`config.mk`:
```
export PLATFORM = sky130hd
export DESIGN_NAME = sirq_ctrl_regs
export DESIGN_NICKNAME = d
export VERILOG_FILES = /design/src/verilog/sirq_irq_gate.v /design/src/verilog/sirq_buf_select.v /design/src/verilog/sirq_ctrl_regs.v
export VERILOG_INCLUDE_DIRS = /design/src /design/src/verilog
export SDC_FILE = /design/constraint.sdc
export NUM_CORES = 1
export LEC_CHECK = 0
export BUFFER_PORTS_ARGS = -buffer_cell sky130_fd_sc_hd__buf_4
export CAP_MARGIN = 20
export CORE_MARGIN = 8
export CORE_UTILIZATION = 40
export DETAILED_ROUTE_END_ITERATION = 8
export GPL_ROUTABILITY_DRIVEN = 0
export REMOVE_ABC_BUFFERS = 1
export SLEW_MARGIN = 20
export SYNTH_ARGS = -nofsm -noshare
export SYNTH_HDL_FRONTEND = slang
export SYNTH_HIERARCHICAL = 1
export SYNTH_SLANG_ARGS = --single-unit
```
`constraint.sdc`:
```
create_clock -name clk -period 3.1 [get_ports clk]
set_clock_uncertainty 0.2 [all_clocks]
set_input_delay 0.465 -clock clk [delete_from_list [all_inputs] [get_ports clk]]
set_output_delay 0.465 -clock clk [all_outputs]
set_load 0.05 [all_outputs]
```
`src/verilog/sirq_regs.vh`:
```
// Register offsets, field positions and reset values of the sensor control bank.
`ifndef SIRQ_REGS_VH
`define SIRQ_REGS_VH

// Register offsets on the management port.
`define SIRQ_ADDR_GAIN_CEIL   8'hf4
`define SIRQ_ADDR_IRQ_EN      8'hf5
`define SIRQ_ADDR_ACTION      8'hf6
`define SIRQ_ADDR_POFS_LO     8'hf7
`define SIRQ_ADDR_POFS_HI     8'hf8
`define SIRQ_ADDR_MASK_LIGHT  8'hf9
`define SIRQ_ADDR_MASK_OTHER  8'hfa

// Reset values.
`define SIRQ_RST_GAIN_CEIL    3'h6
`define SIRQ_RST_IRQ_EN       8'h00
`define SIRQ_RST_ACTION       3'h0
`define SIRQ_RST_POFS         8'h00
`define SIRQ_RST_MASK_LIGHT   8'h00
`define SIRQ_RST_MASK_OTHER   5'h00
`define SIRQ_RST_COUNT        7'h00

// Field widths of the narrow registers.
`define SIRQ_GAIN_W           3
`define SIRQ_ACTION_W         3
`define SIRQ_MASK_OTHER_W     5

// Byte lanes of the proximity offset.
`define SIRQ_POFS_LO          7:0
`define SIRQ_POFS_HI          15:8

// Action control bit positions.
`define SIRQ_ACT_WAKE         0
`define SIRQ_ACT_FLUSH        1
`define SIRQ_ACT_AUTOZERO     2

// Interrupt enable bit positions.
`define SIRQ_IEN_SYSTEM       0
`define SIRQ_IEN_CALIB        1
`define SIRQ_IEN_BUFFER       2
`define SIRQ_IEN_LIGHT_THR    3
`define SIRQ_IEN_PROX_THR     4
`define SIRQ_IEN_PROX_SAT     5
`define SIRQ_IEN_FLICK_SAT    6
`define SIRQ_IEN_LIGHT_SAT    7

// Second source mask bit positions.
`define SIRQ_MAP_PROX_A       0
`define SIRQ_MAP_PROX_B       1
`define SIRQ_MAP_PROX_RATIO   2
`define SIRQ_MAP_FLICK_DATA   3
`define SIRQ_MAP_FLICK_RES    4

// Buffer push vector layout: eight light channels, then five others.
`define SIRQ_PUSH_OTHER_BASE  8
`define SIRQ_PUSH_W           13

// Buffer entry capacity: 256 bytes of four-byte entries.
`define SIRQ_BUF_ENTRIES      7'h40
`define SIRQ_COUNT_W          7
`define SIRQ_COUNT_ONE        7'h01

// Zero byte for unmapped reads and reserved bits.
`define SIRQ_ZERO_BYTE        8'h00

`endif

```
`src/verilog/sirq_irq_gate.v`:
```
// Per-source interrupt enable gating with registered outputs.
`timescale 1ns/1ps
module sirq_irq_gate #(
	parameter N = 8
) (
	// Clock and reset.
	input  wire         clk,
	input  wire         resetn,
	// Raw events and their enables.
	input  wire [N-1:0] irq_source_raw,
	input  wire [N-1:0] irq_enable,
	// Gated events and combined request.
	output reg  [N-1:0] irq_events,
	output reg          irq_request
);

	genvar i;

	// Each source passes only while its enable bit is set.
	generate
		for (i = 0; i < N; i = i + 1) begin : g_src
			always @(posedge clk) begin
				if (!resetn) begin
					irq_events[i] <= 1'b0;
				end else begin
					irq_events[i] <= irq_source_raw[i] & irq_enable[i];
				end
			end
		end
	endgenerate

	// Any enabled source raises the combined request.
	always @(posedge clk) begin
		if (!resetn) begin
			irq_request <= 1'b0;
		end else begin
			irq_request <= |(irq_source_raw & irq_enable);
		end
	end

endmodule // sirq_irq_gate

```
`src/verilog/sirq_buf_select.v`:
```
// Chooses which finished measurement results are pushed into the buffer.
`timescale 1ns/1ps
module sirq_buf_select #(
	parameter N = 13
) (
	// Clock and reset.
	input  wire         clk,
	input  wire         resetn,
	// Result strobes per source and the source masks.
	input  wire [N-1:0] result_valid,
	input  wire [N-1:0] source_mask,
	// Push requests toward the buffer writer.
	output reg  [N-1:0] buffer_push
);

	genvar i;

	// A result is pushed only when its source is selected.
	generate
		for (i = 0; i < N; i = i + 1) begin : g_push
			always @(posedge clk) begin
				if (!resetn) begin
					buffer_push[i] <= 1'b0;
				end else begin
					buffer_push[i] <= result_valid[i] & source_mask[i];
				end
			end
		end
	endgenerate

endmodule // sirq_buf_select

```
`src/verilog/sirq_ctrl_regs.v`:
```
// Configuration and action registers of the light and proximity sensor.
//
// Function
// - Three-bit modulator gain ceiling, read/write, resets to binary 110.
// - Enable bit 7 lets light saturation events raise an interrupt.
// - Enable bit 6 lets flicker saturation events raise an interrupt.
// - Enable bit 5 lets proximity saturation events raise an interrupt.
// - Enable bit 4 lets filtered proximity threshold events interrupt.
// - Enable bit 3 gates light threshold interrupts and is mirrored out.
// - Enable bit 2 lets buffer level threshold events interrupt.
// - Enable bit 1 lets calibration complete events interrupt.
// - Enable bit 0 lets flicker status change system events interrupt.
// - Control bit 2 starts light autozero only while the light engine is off.
// - Control bit 1 flushes buffer, clearing level and buffer flag; overflow clears unless a push is lost in the flush cycle.
// - Control bit 0 clears sleep indicator and resumes measurement, unless an interrupt with sleep enabled arrives in the same cycle.
// - Sixteen-bit proximity offset at 0xf7 low and 0xf8 high, reset zero.
// - Light mask bit n pushes light channel n result into the buffer.
// - Other mask bit 4 pushes the flicker calculation result.
// - Other mask bit 3 pushes raw flicker samples.
// - Other mask bits 2..0 push proximity ratio, result one, result zero.
// - Sleep indicator reads one after interrupt sleep until cleared.
// - Fill count reports unread four-byte entries, zero to sixty-four.
// - Overflow flag sets when data is lost, clears when buffer is read.
`timescale 1ns/1ps
`include "sirq_regs.vh"
module sirq_ctrl_regs (
	// Clock and reset.
	input  wire        clk,
	input  wire        resetn,
	// Register port from the serial management front end.
	input  wire [7:0]  reg_addr,
	input  wire [7:0]  reg_wdata,
	input  wire        reg_write,
	input  wire        reg_read,
	output reg  [7:0]  reg_rdata,
	// Measurement engine configuration and actions.
	input  wire        light_engine_en,
	output reg  [2:0]  modulator_gain_ceiling,
	output reg  [15:0] prox_offset_b,
	output reg         light_manual_autozero,
	output reg         wake_from_irq_sleep,
	output reg         measurement_active,
	// Interrupt sources, enables and gated events.
	input  wire [7:0]  irq_source_raw,
	input  wire        irq_sleep_enable,
	output reg         light_threshold_irq_en,
	output wire [7:0]  irq_events,
	output wire        irq_request,
	output reg         irq_sleep_indicator,
	// Result strobes that may feed the buffer.
	input  wire [7:0]  light_result_valid,
	input  wire        flicker_result_valid,
	input  wire        flicker_sample_valid,
	input  wire        prox_ratio_valid,
	input  wire        prox_b_valid,
	input  wire        prox_a_valid,
	output wire [12:0] buffer_push,
	// Buffer level bookkeeping.
	input  wire        buffer_entry_write,
	input  wire        buffer_entry_read,
	input  wire [6:0]  buffer_threshold,
	output reg         buffer_flush,
	output reg  [6:0]  buffer_fill_count,
	output reg         buffer_overflow_flag,
	output reg         buffer_irq_flag
);

	// Stored configuration.
	reg  [7:0]                     irq_enable;
	reg  [7:0]                     mask_light;
	reg  [`SIRQ_MASK_OTHER_W-1:0]  mask_other;
	reg  [`SIRQ_ACTION_W-1:0]      action_pending;

	// Decoded accesses.
	wire wr_gain;
	wire wr_irq;
	wire wr_act;
	wire wr_pofs_lo;
	wire wr_pofs_hi;
	wire wr_mask_l;
	wire wr_mask_o;

	// Next values.
	reg  [7:0]               next_rdata;
	reg  [`SIRQ_COUNT_W-1:0] next_count;
	reg                      next_overflow;
	reg                      next_sleep;

	// Buffer bookkeeping terms.
	wire                     do_flush;
	wire                     buf_full;
	wire                     pop_ok;
	wire                     push_ok;
	wire                     push_lost;

	// Combined result strobes and masks for the selector.
	wire [`SIRQ_PUSH_W-1:0]  result_valid;
	wire [`SIRQ_PUSH_W-1:0]  source_mask;

	// Address decode of the write strobes.
	assign wr_gain    = reg_write && (reg_addr == `SIRQ_ADDR_GAIN_CEIL);
	assign wr_irq     = reg_write && (reg_addr == `SIRQ_ADDR_IRQ_EN);
	assign wr_act     = reg_write && (reg_addr == `SIRQ_ADDR_ACTION);
	assign wr_pofs_lo = reg_write && (reg_addr == `SIRQ_ADDR_POFS_LO);
	assign wr_pofs_hi = reg_write && (reg_addr == `SIRQ_ADDR_POFS_HI);
	assign wr_mask_l  = reg_write && (reg_addr == `SIRQ_ADDR_MASK_LIGHT);
	assign wr_mask_o  = reg_write && (reg_addr == `SIRQ_ADDR_MASK_OTHER);

	// Gain ceiling keeps only its three field bits.
	// Upper bits of the written byte are reserved and simply dropped.
	always @(posedge clk) begin
		if (!resetn) begin
			modulator_gain_ceiling <= `SIRQ_RST_GAIN_CEIL;
		end else if (wr_gain) begin
			modulator_gain_ceiling <= reg_wdata[`SIRQ_GAIN_W-1:0];
		end
	end

	// Interrupt enable byte, one bit per source.
	// Bit positions follow the order of the raw source vector.
	always @(posedge clk) begin
		if (!resetn) begin
			irq_enable <= `SIRQ_RST_IRQ_EN;
		end else if (wr_irq) begin
			irq_enable <= reg_wdata;
		end
	end

	// The light threshold enable is copied out for the main enable register.
	always @(posedge clk) begin
		if (!resetn) begin
			light_threshold_irq_en <= 1'b0;
		end else if (wr_irq) begin
			light_threshold_irq_en <= reg_wdata[`SIRQ_IEN_LIGHT_THR];
		end
	end

	// Proximity offset, written one byte at a time.
	// The halves are independent, so an engine that samples between the
	// low and the high write sees a mixed value for one measurement.
	always @(posedge clk) begin
		if (!resetn) begin
			prox_offset_b <= {`SIRQ_RST_POFS, `SIRQ_RST_POFS};
		end else begin
			if (wr_pofs_lo) begin
				prox_offset_b[`SIRQ_POFS_LO] <= reg_wdata;
			end
			if (wr_pofs_hi) begin
				prox_offset_b[`SIRQ_POFS_HI] <= reg_wdata;
			end
		end
	end

	// Buffer source masks.
	// Reserved upper bits of the second mask are not stored at all.
	always @(posedge clk) begin
		if (!resetn) begin
			mask_light <= `SIRQ_RST_MASK_LIGHT;
			mask_other <= `SIRQ_RST_MASK_OTHER;
		end else begin
			if (wr_mask_l) begin
				mask_light <= reg_wdata;
			end
			if (wr_mask_o) begin
				mask_other <= reg_wdata[`SIRQ_MASK_OTHER_W-1:0];
			end
		end
	end

	// Action bits stay set for one cycle and are then dropped.
	// Dropping them at once lets a second write of one repeat the action,
	// and a read just after the write still shows what was requested.
	always @(posedge clk) begin
		if (!resetn) begin
			action_pending <= `SIRQ_RST_ACTION;
		end else if (wr_act) begin
			action_pending <= reg_wdata[`SIRQ_ACTION_W-1:0];
		end else begin
			action_pending <= `SIRQ_RST_ACTION;
		end
	end

	// Autozero is refused while the light engine still runs.
	// Starting it mid-measurement would spoil the running conversion.
	always @(posedge clk) begin
		if (!resetn) begin
			light_manual_autozero <= 1'b0;
		end else begin
			light_manual_autozero <= action_pending[`SIRQ_ACT_AUTOZERO] &
				~light_engine_en;
		end
	end

	// Flush and wake pulses follow their pending bits.
	always @(posedge clk) begin
		if (!resetn) begin
			buffer_flush        <= 1'b0;
			wake_from_irq_sleep <= 1'b0;
		end else begin
			buffer_flush        <= do_flush;
			wake_from_irq_sleep <= action_pending[`SIRQ_ACT_WAKE];
		end
	end

	// Sleep after interrupt: an interrupt arriving with the wake wins.
	// Letting the set win keeps a late interrupt from being lost.
	always @* begin
		next_sleep = irq_sleep_indicator;
		if (action_pending[`SIRQ_ACT_WAKE]) begin
			next_sleep = 1'b0;
		end
		if (irq_request && irq_sleep_enable) begin
			next_sleep = 1'b1;
		end
	end

	// Sleep indicator and the resulting run state.
	always @(posedge clk) begin
		if (!resetn) begin
			irq_sleep_indicator <= 1'b0;
			measurement_active  <= 1'b1;
		end else begin
			irq_sleep_indicator <= next_sleep;
			measurement_active  <= ~next_sleep;
		end
	end

	// Buffer level terms; a read of an empty buffer leaves the level unchanged.
	// A push into a full buffer is lost only when no entry leaves too.
	assign do_flush  = action_pending[`SIRQ_ACT_FLUSH];
	assign buf_full  = (buffer_fill_count == `SIRQ_BUF_ENTRIES);
	assign pop_ok    = buffer_entry_read && (buffer_fill_count != `SIRQ_RST_COUNT);
	assign push_ok   = buffer_entry_write && (!buf_full || pop_ok);
	assign push_lost = buffer_entry_write && buf_full && !pop_ok;

	// Next fill count and overflow flag.
	// Flush wins over push and pop; a loss in the flush cycle still flags.
	always @* begin
		next_count    = buffer_fill_count;
		next_overflow = buffer_overflow_flag;
		if (do_flush) begin
			next_count = `SIRQ_RST_COUNT;
		end else if (push_ok && !pop_ok) begin
			next_count = buffer_fill_count + `SIRQ_COUNT_ONE;
		end else if (pop_ok && !push_ok) begin
			next_count = buffer_fill_count - `SIRQ_COUNT_ONE;
		end
		if (do_flush || buffer_entry_read) begin
			next_overflow = 1'b0;
		end
		if (push_lost) begin
			next_overflow = 1'b1;
		end
	end

	// Buffer level, overflow and threshold flag registers.
	// The level flag follows the next count so it never lags the level.
	always @(posedge clk) begin
		if (!resetn) begin
			buffer_fill_count    <= `SIRQ_RST_COUNT;
			buffer_overflow_flag <= 1'b0;
			buffer_irq_flag      <= 1'b0;
		end else begin
			buffer_fill_count    <= next_count;
			buffer_overflow_flag <= next_overflow;
			buffer_irq_flag      <= (next_count > buffer_threshold);
		end
	end

	// Read multiplexer; reserved bits and unmapped offsets read zero.
	always @* begin
		next_rdata = `SIRQ_ZERO_BYTE;
		case (reg_addr)
			`SIRQ_ADDR_GAIN_CEIL: begin
				next_rdata[`SIRQ_GAIN_W-1:0] = modulator_gain_ceiling;
			end
			`SIRQ_ADDR_IRQ_EN: begin
				next_rdata = irq_enable;
			end
			`SIRQ_ADDR_ACTION: begin
				next_rdata[`SIRQ_ACTION_W-1:0] = action_pending;
			end
			`SIRQ_ADDR_POFS_LO: begin
				next_rdata = prox_offset_b[`SIRQ_POFS_LO];
			end
			`SIRQ_ADDR_POFS_HI: begin
				next_rdata = prox_offset_b[`SIRQ_POFS_HI];
			end
			`SIRQ_ADDR_MASK_LIGHT: begin
				next_rdata = mask_light;
			end
			`SIRQ_ADDR_MASK_OTHER: begin
				next_rdata[`SIRQ_MASK_OTHER_W-1:0] = mask_other;
			end
			default: begin
				next_rdata = `SIRQ_ZERO_BYTE;
			end
		endcase
	end

	// Read data is captured on the read strobe and held otherwise.
	// Holding the byte lets the serial front end shift it out at leisure.
	always @(posedge clk) begin
		if (!resetn) begin
			reg_rdata <= `SIRQ_ZERO_BYTE;
		end else if (reg_read) begin
			reg_rdata <= next_rdata;
		end
	end

	// Interrupt sources gated by their enables, bit by bit.
	// The gate registers its outputs so every gated line leaves a flop.
	sirq_irq_gate #(
		.N (8)
	) u_irq_gate (
		.clk            (clk),
		.resetn         (resetn),
		.irq_source_raw (irq_source_raw),
		.irq_enable     (irq_enable),
		.irq_events     (irq_events),
		.irq_request    (irq_request)
	);

	// Results and masks laid out as light channels, then other sources.
	assign result_valid = {flicker_result_valid, flicker_sample_valid,
		prox_ratio_valid, prox_b_valid, prox_a_valid, light_result_valid};
	assign source_mask  = {mask_other, mask_light};

	// Buffer push selection.
	sirq_buf_select #(
		.N (`SIRQ_PUSH_W)
	) u_buf_select (
		.clk          (clk),
		.resetn       (resetn),
		.result_valid (result_valid),
		.source_mask  (source_mask),
		.buffer_push  (buffer_push)
	);

endmodule // sirq_ctrl_regs

```
After elaboration in Yosys (flattened, before gate mapping)
Cells that the tools add are included.
{"block": "totals", "inputBits": 52, "reg_bits": 88}
{"block": "op_classes", "n_reduce_logical": 23, "n_addsub": 2, "bitwise_logic": 25, "n_eq_ne": 8, "n_lt_le_gt_ge": 1, "n_mux": 10}
{"cell": "$eq A8 B8 Y1 const B", "count": 7}
{"cell": "$and A1 B1 Y1", "count": 22}
{"cell": "$mux W7", "count": 3}
{"cell": "$pmux W3 S7", "count": 1}
{"cell": "$logic_and A1 B1 Y1", "count": 14}
{"cell": "$pmux W3 S4", "count": 1}
{"cell": "$pmux W2 S5", "count": 1}
{"cell": "$and A8 B8 Y8", "count": 1}
{"cell": "$reduce_or A8 Y1", "count": 1}
{"cell": "$add A7 B1 Y7 const B", "count": 1}
{"cell": "$eq A7 B7 Y1 const B", "count": 1}
{"cell": "$gt A7 B7 Y1", "count": 1}
{"cell": "$reduce_bool A7 Y1", "count": 1}
{"cell": "$sub A7 B1 Y7 const B", "count": 1}
{"cell": "$mux W1", "count": 4}
{"cell": "$logic_not A1 Y1", "count": 3}
{"cell": "$logic_or A1 B1 Y1", "count": 2}
{"cell": "$not A1 Y1", "count": 2}
{"cell": "$reduce_and A2 Y1", "count": 1}
{"cell": "$reduce_bool A2 Y1", "count": 1}

Logic depth before layout (Yosys ltp)
{"block": "depth", "word_depth": 10, "mapped_depth": 13, "mapped_depth_nobuf": 13}

Cells and area by module
The synthesis kept the hierarchy.
{"module": "sirq_ctrl_regs", "seq_area_each_um2": 1301.2, "cells_per_inst": 375, "instances": 1, "area_per_inst_um2": 3286.9}
{"module": "sirq_buf_select", "seq_area_each_um2": 260.2, "cells_per_inst": 27, "instances": 1, "area_per_inst_um2": 356.6}
{"module": "sirq_irq_gate", "seq_area_each_um2": 180.2, "cells_per_inst": 23, "instances": 1, "area_per_inst_um2": 280.3}

Least setup slack after synthesis
No wires, ideal clock.
{"block": "synth_timing", "path_type": "register to register", "startpoint": "register buffer_fill_count[2]", "endpoint": "register buffer_irq_flag", "slack_ns": 0.036, "path_stages_with_launch": 13, "path_buffers": 1, "t_arrival_ns": 2.741, "cell_sequence": "dfxtp_1 buf_6 or4_4 or2_4 a31oi_1 xor2_1 nor2_1 ha_1 a21o_1 a21oi_1 nand2_1 o211ai_1 a21oi_1"}
{"block": "synth_via", "elab_chain_cells": 10}
{"element": "start, declared", "line": "sirq_ctrl_regs.v:63", "text": "output reg [6:0] buffer_fill_count,"}
{"element": "start signal, assigned", "line": "sirq_ctrl_regs.v:260", "text": "buffer_fill_count <= `SIRQ_RST_COUNT;"}
{"element": "start signal, assigned", "line": "sirq_ctrl_regs.v:264", "text": "buffer_fill_count <= next_count;"}
{"element": "parallel branches: the longest is 7 deep, another holds $sub A7 B1 Y7"}
{"element": "$mux W7 (*)", "line": "sirq_ctrl_regs.v:243", "text": "end else if (push_ok && !pop_ok) begin"}
{"element": "$mux W7 (*)", "line": "sirq_ctrl_regs.v:241", "text": "if (do_flush) begin"}
{"element": "via next_count[5]", "line": "sirq_ctrl_regs.v:85", "text": "reg [`SIRQ_COUNT_W-1:0] next_count;"}
{"element": "$gt A7 B7 Y1 (*)", "line": "sirq_ctrl_regs.v:266", "text": "buffer_irq_flag <= (next_count > buffer_threshold);"}
{"element": "end signal, assigned", "line": "sirq_ctrl_regs.v:266"}
{"element": "end, declared", "line": "sirq_ctrl_regs.v:65", "text": "output reg buffer_irq_flag"}
Mark *: on every way through the listed nets, which the timed path passes.
A chain may end at the register's enable or synchronous reset.

Worst setup path in the final report
{"block": "layout_timing", "startpoint": "register buffer_fill_count[4]", "endpoint": "register buffer_irq_flag"}
The elaborated chain is that of the path after synthesis.

==> impl_results.rst <==
.. list-table::
   :header-rows: 1

   * - Metric
     - Value
   * - Detail-routed via count per cell
     - ~5.1
   * - Final Non-Filler Cells
     - 676
   * - Number of port buffers
     - 115
   * - Clock-pin slew reported for the worst setup and hold paths after clock tree synthesis
     - ~90 ps
   * - Power Total
     - approximately 3.1 mW
   * - Power Internal
     - 2.10 mW
   * - Die height
     - 115 um
   * - Synth cell types
     - 49
   * - Initial DRC Count
     - a little under 200
   * - Post-synthesis register bit count
     - 87
   * - Crit path from
     - buffer_fill_count[4]
   * - Multiplexer fraction of the synthesized cell area
     - 9.15%
   * - Post-layout utilization of the core
     - approximately 54%
   * - Endpoint class of the critical path
     - register
   * - Wire length of the first global-routing pass
     - roughly 18000 um
   * - Power per cell area
     - around 610 nW/um2
   * - Cell total after placement
     - roughly 660
   * - Final hold violation count
     - 0
   * - Post-Synthesis Mean Instance Area
     - 9.23 um2
   * - Maximum number of buffers from clock root to sink
     - 2
   * - TritonCTS Buffers
     - 9
   * - Crit Path Category
     - reg -> reg
   * - Vias
     - around 3500
   * - Area delta synth->final
     - 31.7%
   * - Worst Setup Start Kind
     - register
   * - CTS Root Cell
     - sky130_fd_sc_hd__clkbuf_8
   * - Remaining max-slew budget at the tightest pin
     - 56.4%
   * - Launch instance of the worst min-delay path
     - light_result_valid[7]
   * - Unrepaired setup endpoints after global routing
     - no
   * - Top Ports
     - between 100 and 150
   * - # nets final
     - 601
   * - Part of the total power dissipated in sequential elements
     - a little under 40%
   * - Leading area contributor after synthesis
     - sky130_fd_sc_hd__dfxtp_1
   * - Share of power burned in the clock network
     - between 30% and 40%
   * - Remaining global-route overflow
     - 0
   * - Maximum clock rate
     - approximately 0.34 GHz
   * - Dominant combinational cell family by area after synthesis
     - simple AND/OR/NAND/NOR gates
   * - Total GRT Usage
     - ~18%
   * - Switching Fraction
     - 33.1%
   * - Ant. Diodes
     - 0
   * - Number of antenna violations at the first check in global routing
     - 0
   * - Beginning of the worst register-to-register path
     - buffer_fill_count[4]
   * - Layout cells sized above 1
     - between 20% and 30%
   * - Worst Path Arrival
     - 2940 ps
   * - Cell with the most instances after synthesis
     - sky130_fd_sc_hd__dfxtp_1
   * - Post-route worst setup slack
     - about 190 ps
   * - Final-layout worst hold slack
     - around 140 ps
   * - Largest net degree at the start of global routing
     - a little under 80
   * - Post-synthesis share of cell area spent on xor and xnor gates
     - roughly 1.1%
   * - Peak VDD IR
     - roughly 260 uV
   * - Antenna Nets Post-Route
     - 0
   * - Arithmetic-cell share of the synthesized area counting full adders, half adders and majority gates
     - between 3 and 4%
   * - Required time of the critical path
     - around 3100 ps
   * - Drt drc
     - 0
   * - TritonRoute pass-1 iters
     - 4
   * - Initial Util
     - between 40 and 50%
   * - Synth async-reset ratio
     - 0%
   * - Worst min path class
     - in -> reg
   * - Vias in the first global route
     - about 3600
   * - Slew at the pin closest to its max-slew limit
     - 654 ps
   * - Die area
     - 13200 um2
   * - Main synth FF type
     - sky130_fd_sc_hd__dfxtp_1
   * - Tcrit/Tclk final
     - ~94%
   * - Cell types with the largest area share after synthesis
     - sky130_fd_sc_hd__dfxtp_1, sky130_fd_sc_hd__mux2i_1, sky130_fd_sc_hd__nor2b_1
   * - Number of pins with negative max-slew slack in the final report
     - 0
   * - Ys Warns
     - 6
   * - Number of buffers added to fix hold violations after cts
     - 0
   * - Number of enable flip-flop cells after synthesis
     - 0
   * - Area of the mapped netlist
     - 3920 um2
   * - Result of the run
     - completed
   * - Cell count after synthesis
     - roughly 430
   * - Number of setup buffers added after CTS
     - 0
   * - Placed Instance Area
     - just under 5000 um2
   * - Most instantiated cells after synthesis
     - sky130_fd_sc_hd__dfxtp_1, sky130_fd_sc_hd__nand2_1, sky130_fd_sc_hd__nor2b_1
   * - Post-synthesis compound-gate area fraction
     - 14.6%
   * - Area of all placed cells without fillers
     - slightly above 5000 um2
   * - Sequential cell area fraction in the yosys report
     - between 40 and 50%
   * - HPWL after DPL
     - around 8400 um
   * - Clock Sink Count
     - between 80 and 90
   * - Fin crit period
     - ~2900 ps
   * - Latest clock arrival within the worst-skew pair
     - 350 ps
   * - Routed len/inst
     - 16.9 um
   * - TritonCTS clock tree
     - done
   * - Area share of and/or/nand/nor cells after synthesis
     - between 20% and 30%
   * - Post-Route Setup TNS
     - 0 ps
   * - Crit Path Max Fanout
     - 7
   * - Total setup violations reported at the end of the flow
     - 0
   * - Standby leakage power
     - around 2.4 nW
   * - Net switching power of the design
     - between 1 and 1.5 mW
   * - Share of the synthesized area in the top cell type
     - between 40 and 50%
   * - Routed Wire Length
     - approximately 11000 um
   * - Core Region
     - between 9000 and 10000 um2
   * - Share of power burned in combinational logic
     - between 30 and 40%
   * - # Max-Cap Violations
     - 0
   * - Die extent in x
     - about 120 um
   * - # rows
     - 36
   * - Count of H-tree levels built during CTS
     - 3
   * - Setup slack at placement
     - approximately 230 ps
## power groups by stage
stage / clock network, mW / registers [mW] / logic (mW)
after global placement: 0 / 1.23 / 0.927
after CTS: 0.977 / 1.21 / 0.950
after global routing: 1.03 / 1.22 / 1.06
final: 0.960 / 1.21 / 0.958
after floorplan: 0 / 1.38 / 0.497
after detailed placement: 0 / 1.24 / 0.943
## cell usage in the layout, fill, tap and decap left out, types with 3 or more instances in the layout
cell and count:
sky130_fd_sc_hd__buf_4 124, sky130_fd_sc_hd__dfxtp_1 87, sky130_fd_sc_hd__nand2_1 39, sky130_fd_sc_hd__nor2b_1 33
sky130_fd_sc_hd__mux2i_1 28, sky130_fd_sc_hd__nor2_1 22, sky130_fd_sc_hd__and3_1 19, sky130_fd_sc_hd__nand3_1 17
sky130_fd_sc_hd__a21boi_0 17, sky130_fd_sc_hd__a21oi_1 16, sky130_fd_sc_hd__o21ai_0 15, sky130_fd_sc_hd__inv_1 14
sky130_fd_sc_hd__ha_1 9, sky130_fd_sc_hd__clkbuf_8 9, sky130_fd_sc_hd__nand2b_1 8, sky130_fd_sc_hd__and2_1 7
sky130_fd_sc_hd__a22o_1 7, sky130_fd_sc_hd__mux2_2 7, sky130_fd_sc_hd__nor3_1 6, sky130_fd_sc_hd__a22oi_1 6
sky130_fd_sc_hd__a31oi_1 5, sky130_fd_sc_hd__and3_2 4, sky130_fd_sc_hd__xor2_1 3, sky130_fd_sc_hd__a211oi_1 3
sky130_fd_sc_hd__nand4_1 3, sky130_fd_sc_hd__bufinv_16 3
## layout make-up
class | count | area, um2
Inverter | 14 | 52.6
Multi-Input combinational cell | 303 | 2030
Clock buffer | 9 | 124
Clock inverter | 6 | 118
Sequential cell | 87 | 1740
Tap cell | 133 | 166
Fill cell | 905 | 4470
Timing Repair Buffer | 124 | 931
## sequential cells by signal, summed over array words and instances, names as in the netlist
signal,cells
prox_offset_b,16
u_buf_select/buffer_push,13
irq_enable,8
mask_light,8
reg_rdata,8
u_irq_gate/irq_events,8
buffer_fill_count,7
mask_other,5
action_pending,3
modulator_gain_ceiling,3
buffer_flush,1
buffer_irq_flag,1
buffer_overflow_flag,1
irq_sleep_indicator,1
light_manual_autozero,1
measurement_active,1
u_irq_gate/irq_request,1
wake_from_irq_sleep,1
## routing by layer
metal | up-vias | GRT usage [%] | part of all wire (%)
li1 | 1728 | - | -
met1 | 1629 | 20.7 | 44
met2 | 88 | 30.2 | 50
met3 | 12 | 4.52 | 5.0
met4 | 0 | 5.78 | 1.5
met5 | - | 0 | 0
## what timing repair did
action	4_1_cts	5_1_grt
gates resized for setup	0	1
setup endpoints to repair	0	1
hold endpoints to repair	0	0
## final timing paths
kind	to	slack, ps	depth (start not counted)
hold reg to reg	reg_rdata[7]	260	2
hold / removal	u_buf_select/buffer_push[7]	140	2
setup reg to reg	buffer_irq_flag	190	11
setup / recovery	buffer_irq_flag	190	11
## critical path, cell delays in order (launching register included)
cell and delay, ps:
sky130_fd_sc_hd__dfxtp_1 400, sky130_fd_sc_hd__or4_4 540, sky130_fd_sc_hd__or2_4 290, sky130_fd_sc_hd__a31oi_1 200, sky130_fd_sc_hd__xor2_1 220, sky130_fd_sc_hd__nor2_1 70, sky130_fd_sc_hd__ha_1 300, sky130_fd_sc_hd__a21o_1 190
sky130_fd_sc_hd__a21oi_1 180, sky130_fd_sc_hd__nand2_1 80, sky130_fd_sc_hd__o211ai_1 80, sky130_fd_sc_hd__a21oi_1 50
## kinds of logic (layout without fill, tap and decap cells)
logic type               count (synthesis)  after routing
AND/OR/NAND/NOR                        170            170
adder cells (fa/ha/maj)                 10             10
XOR/XNOR                                 5              5
AO/OA/AOI/OAI                           83             83
multiplexers                            35             35
flip-flops                              87             87
buffers and inverters                   35            153
Power figures use the tool's default switching activity.
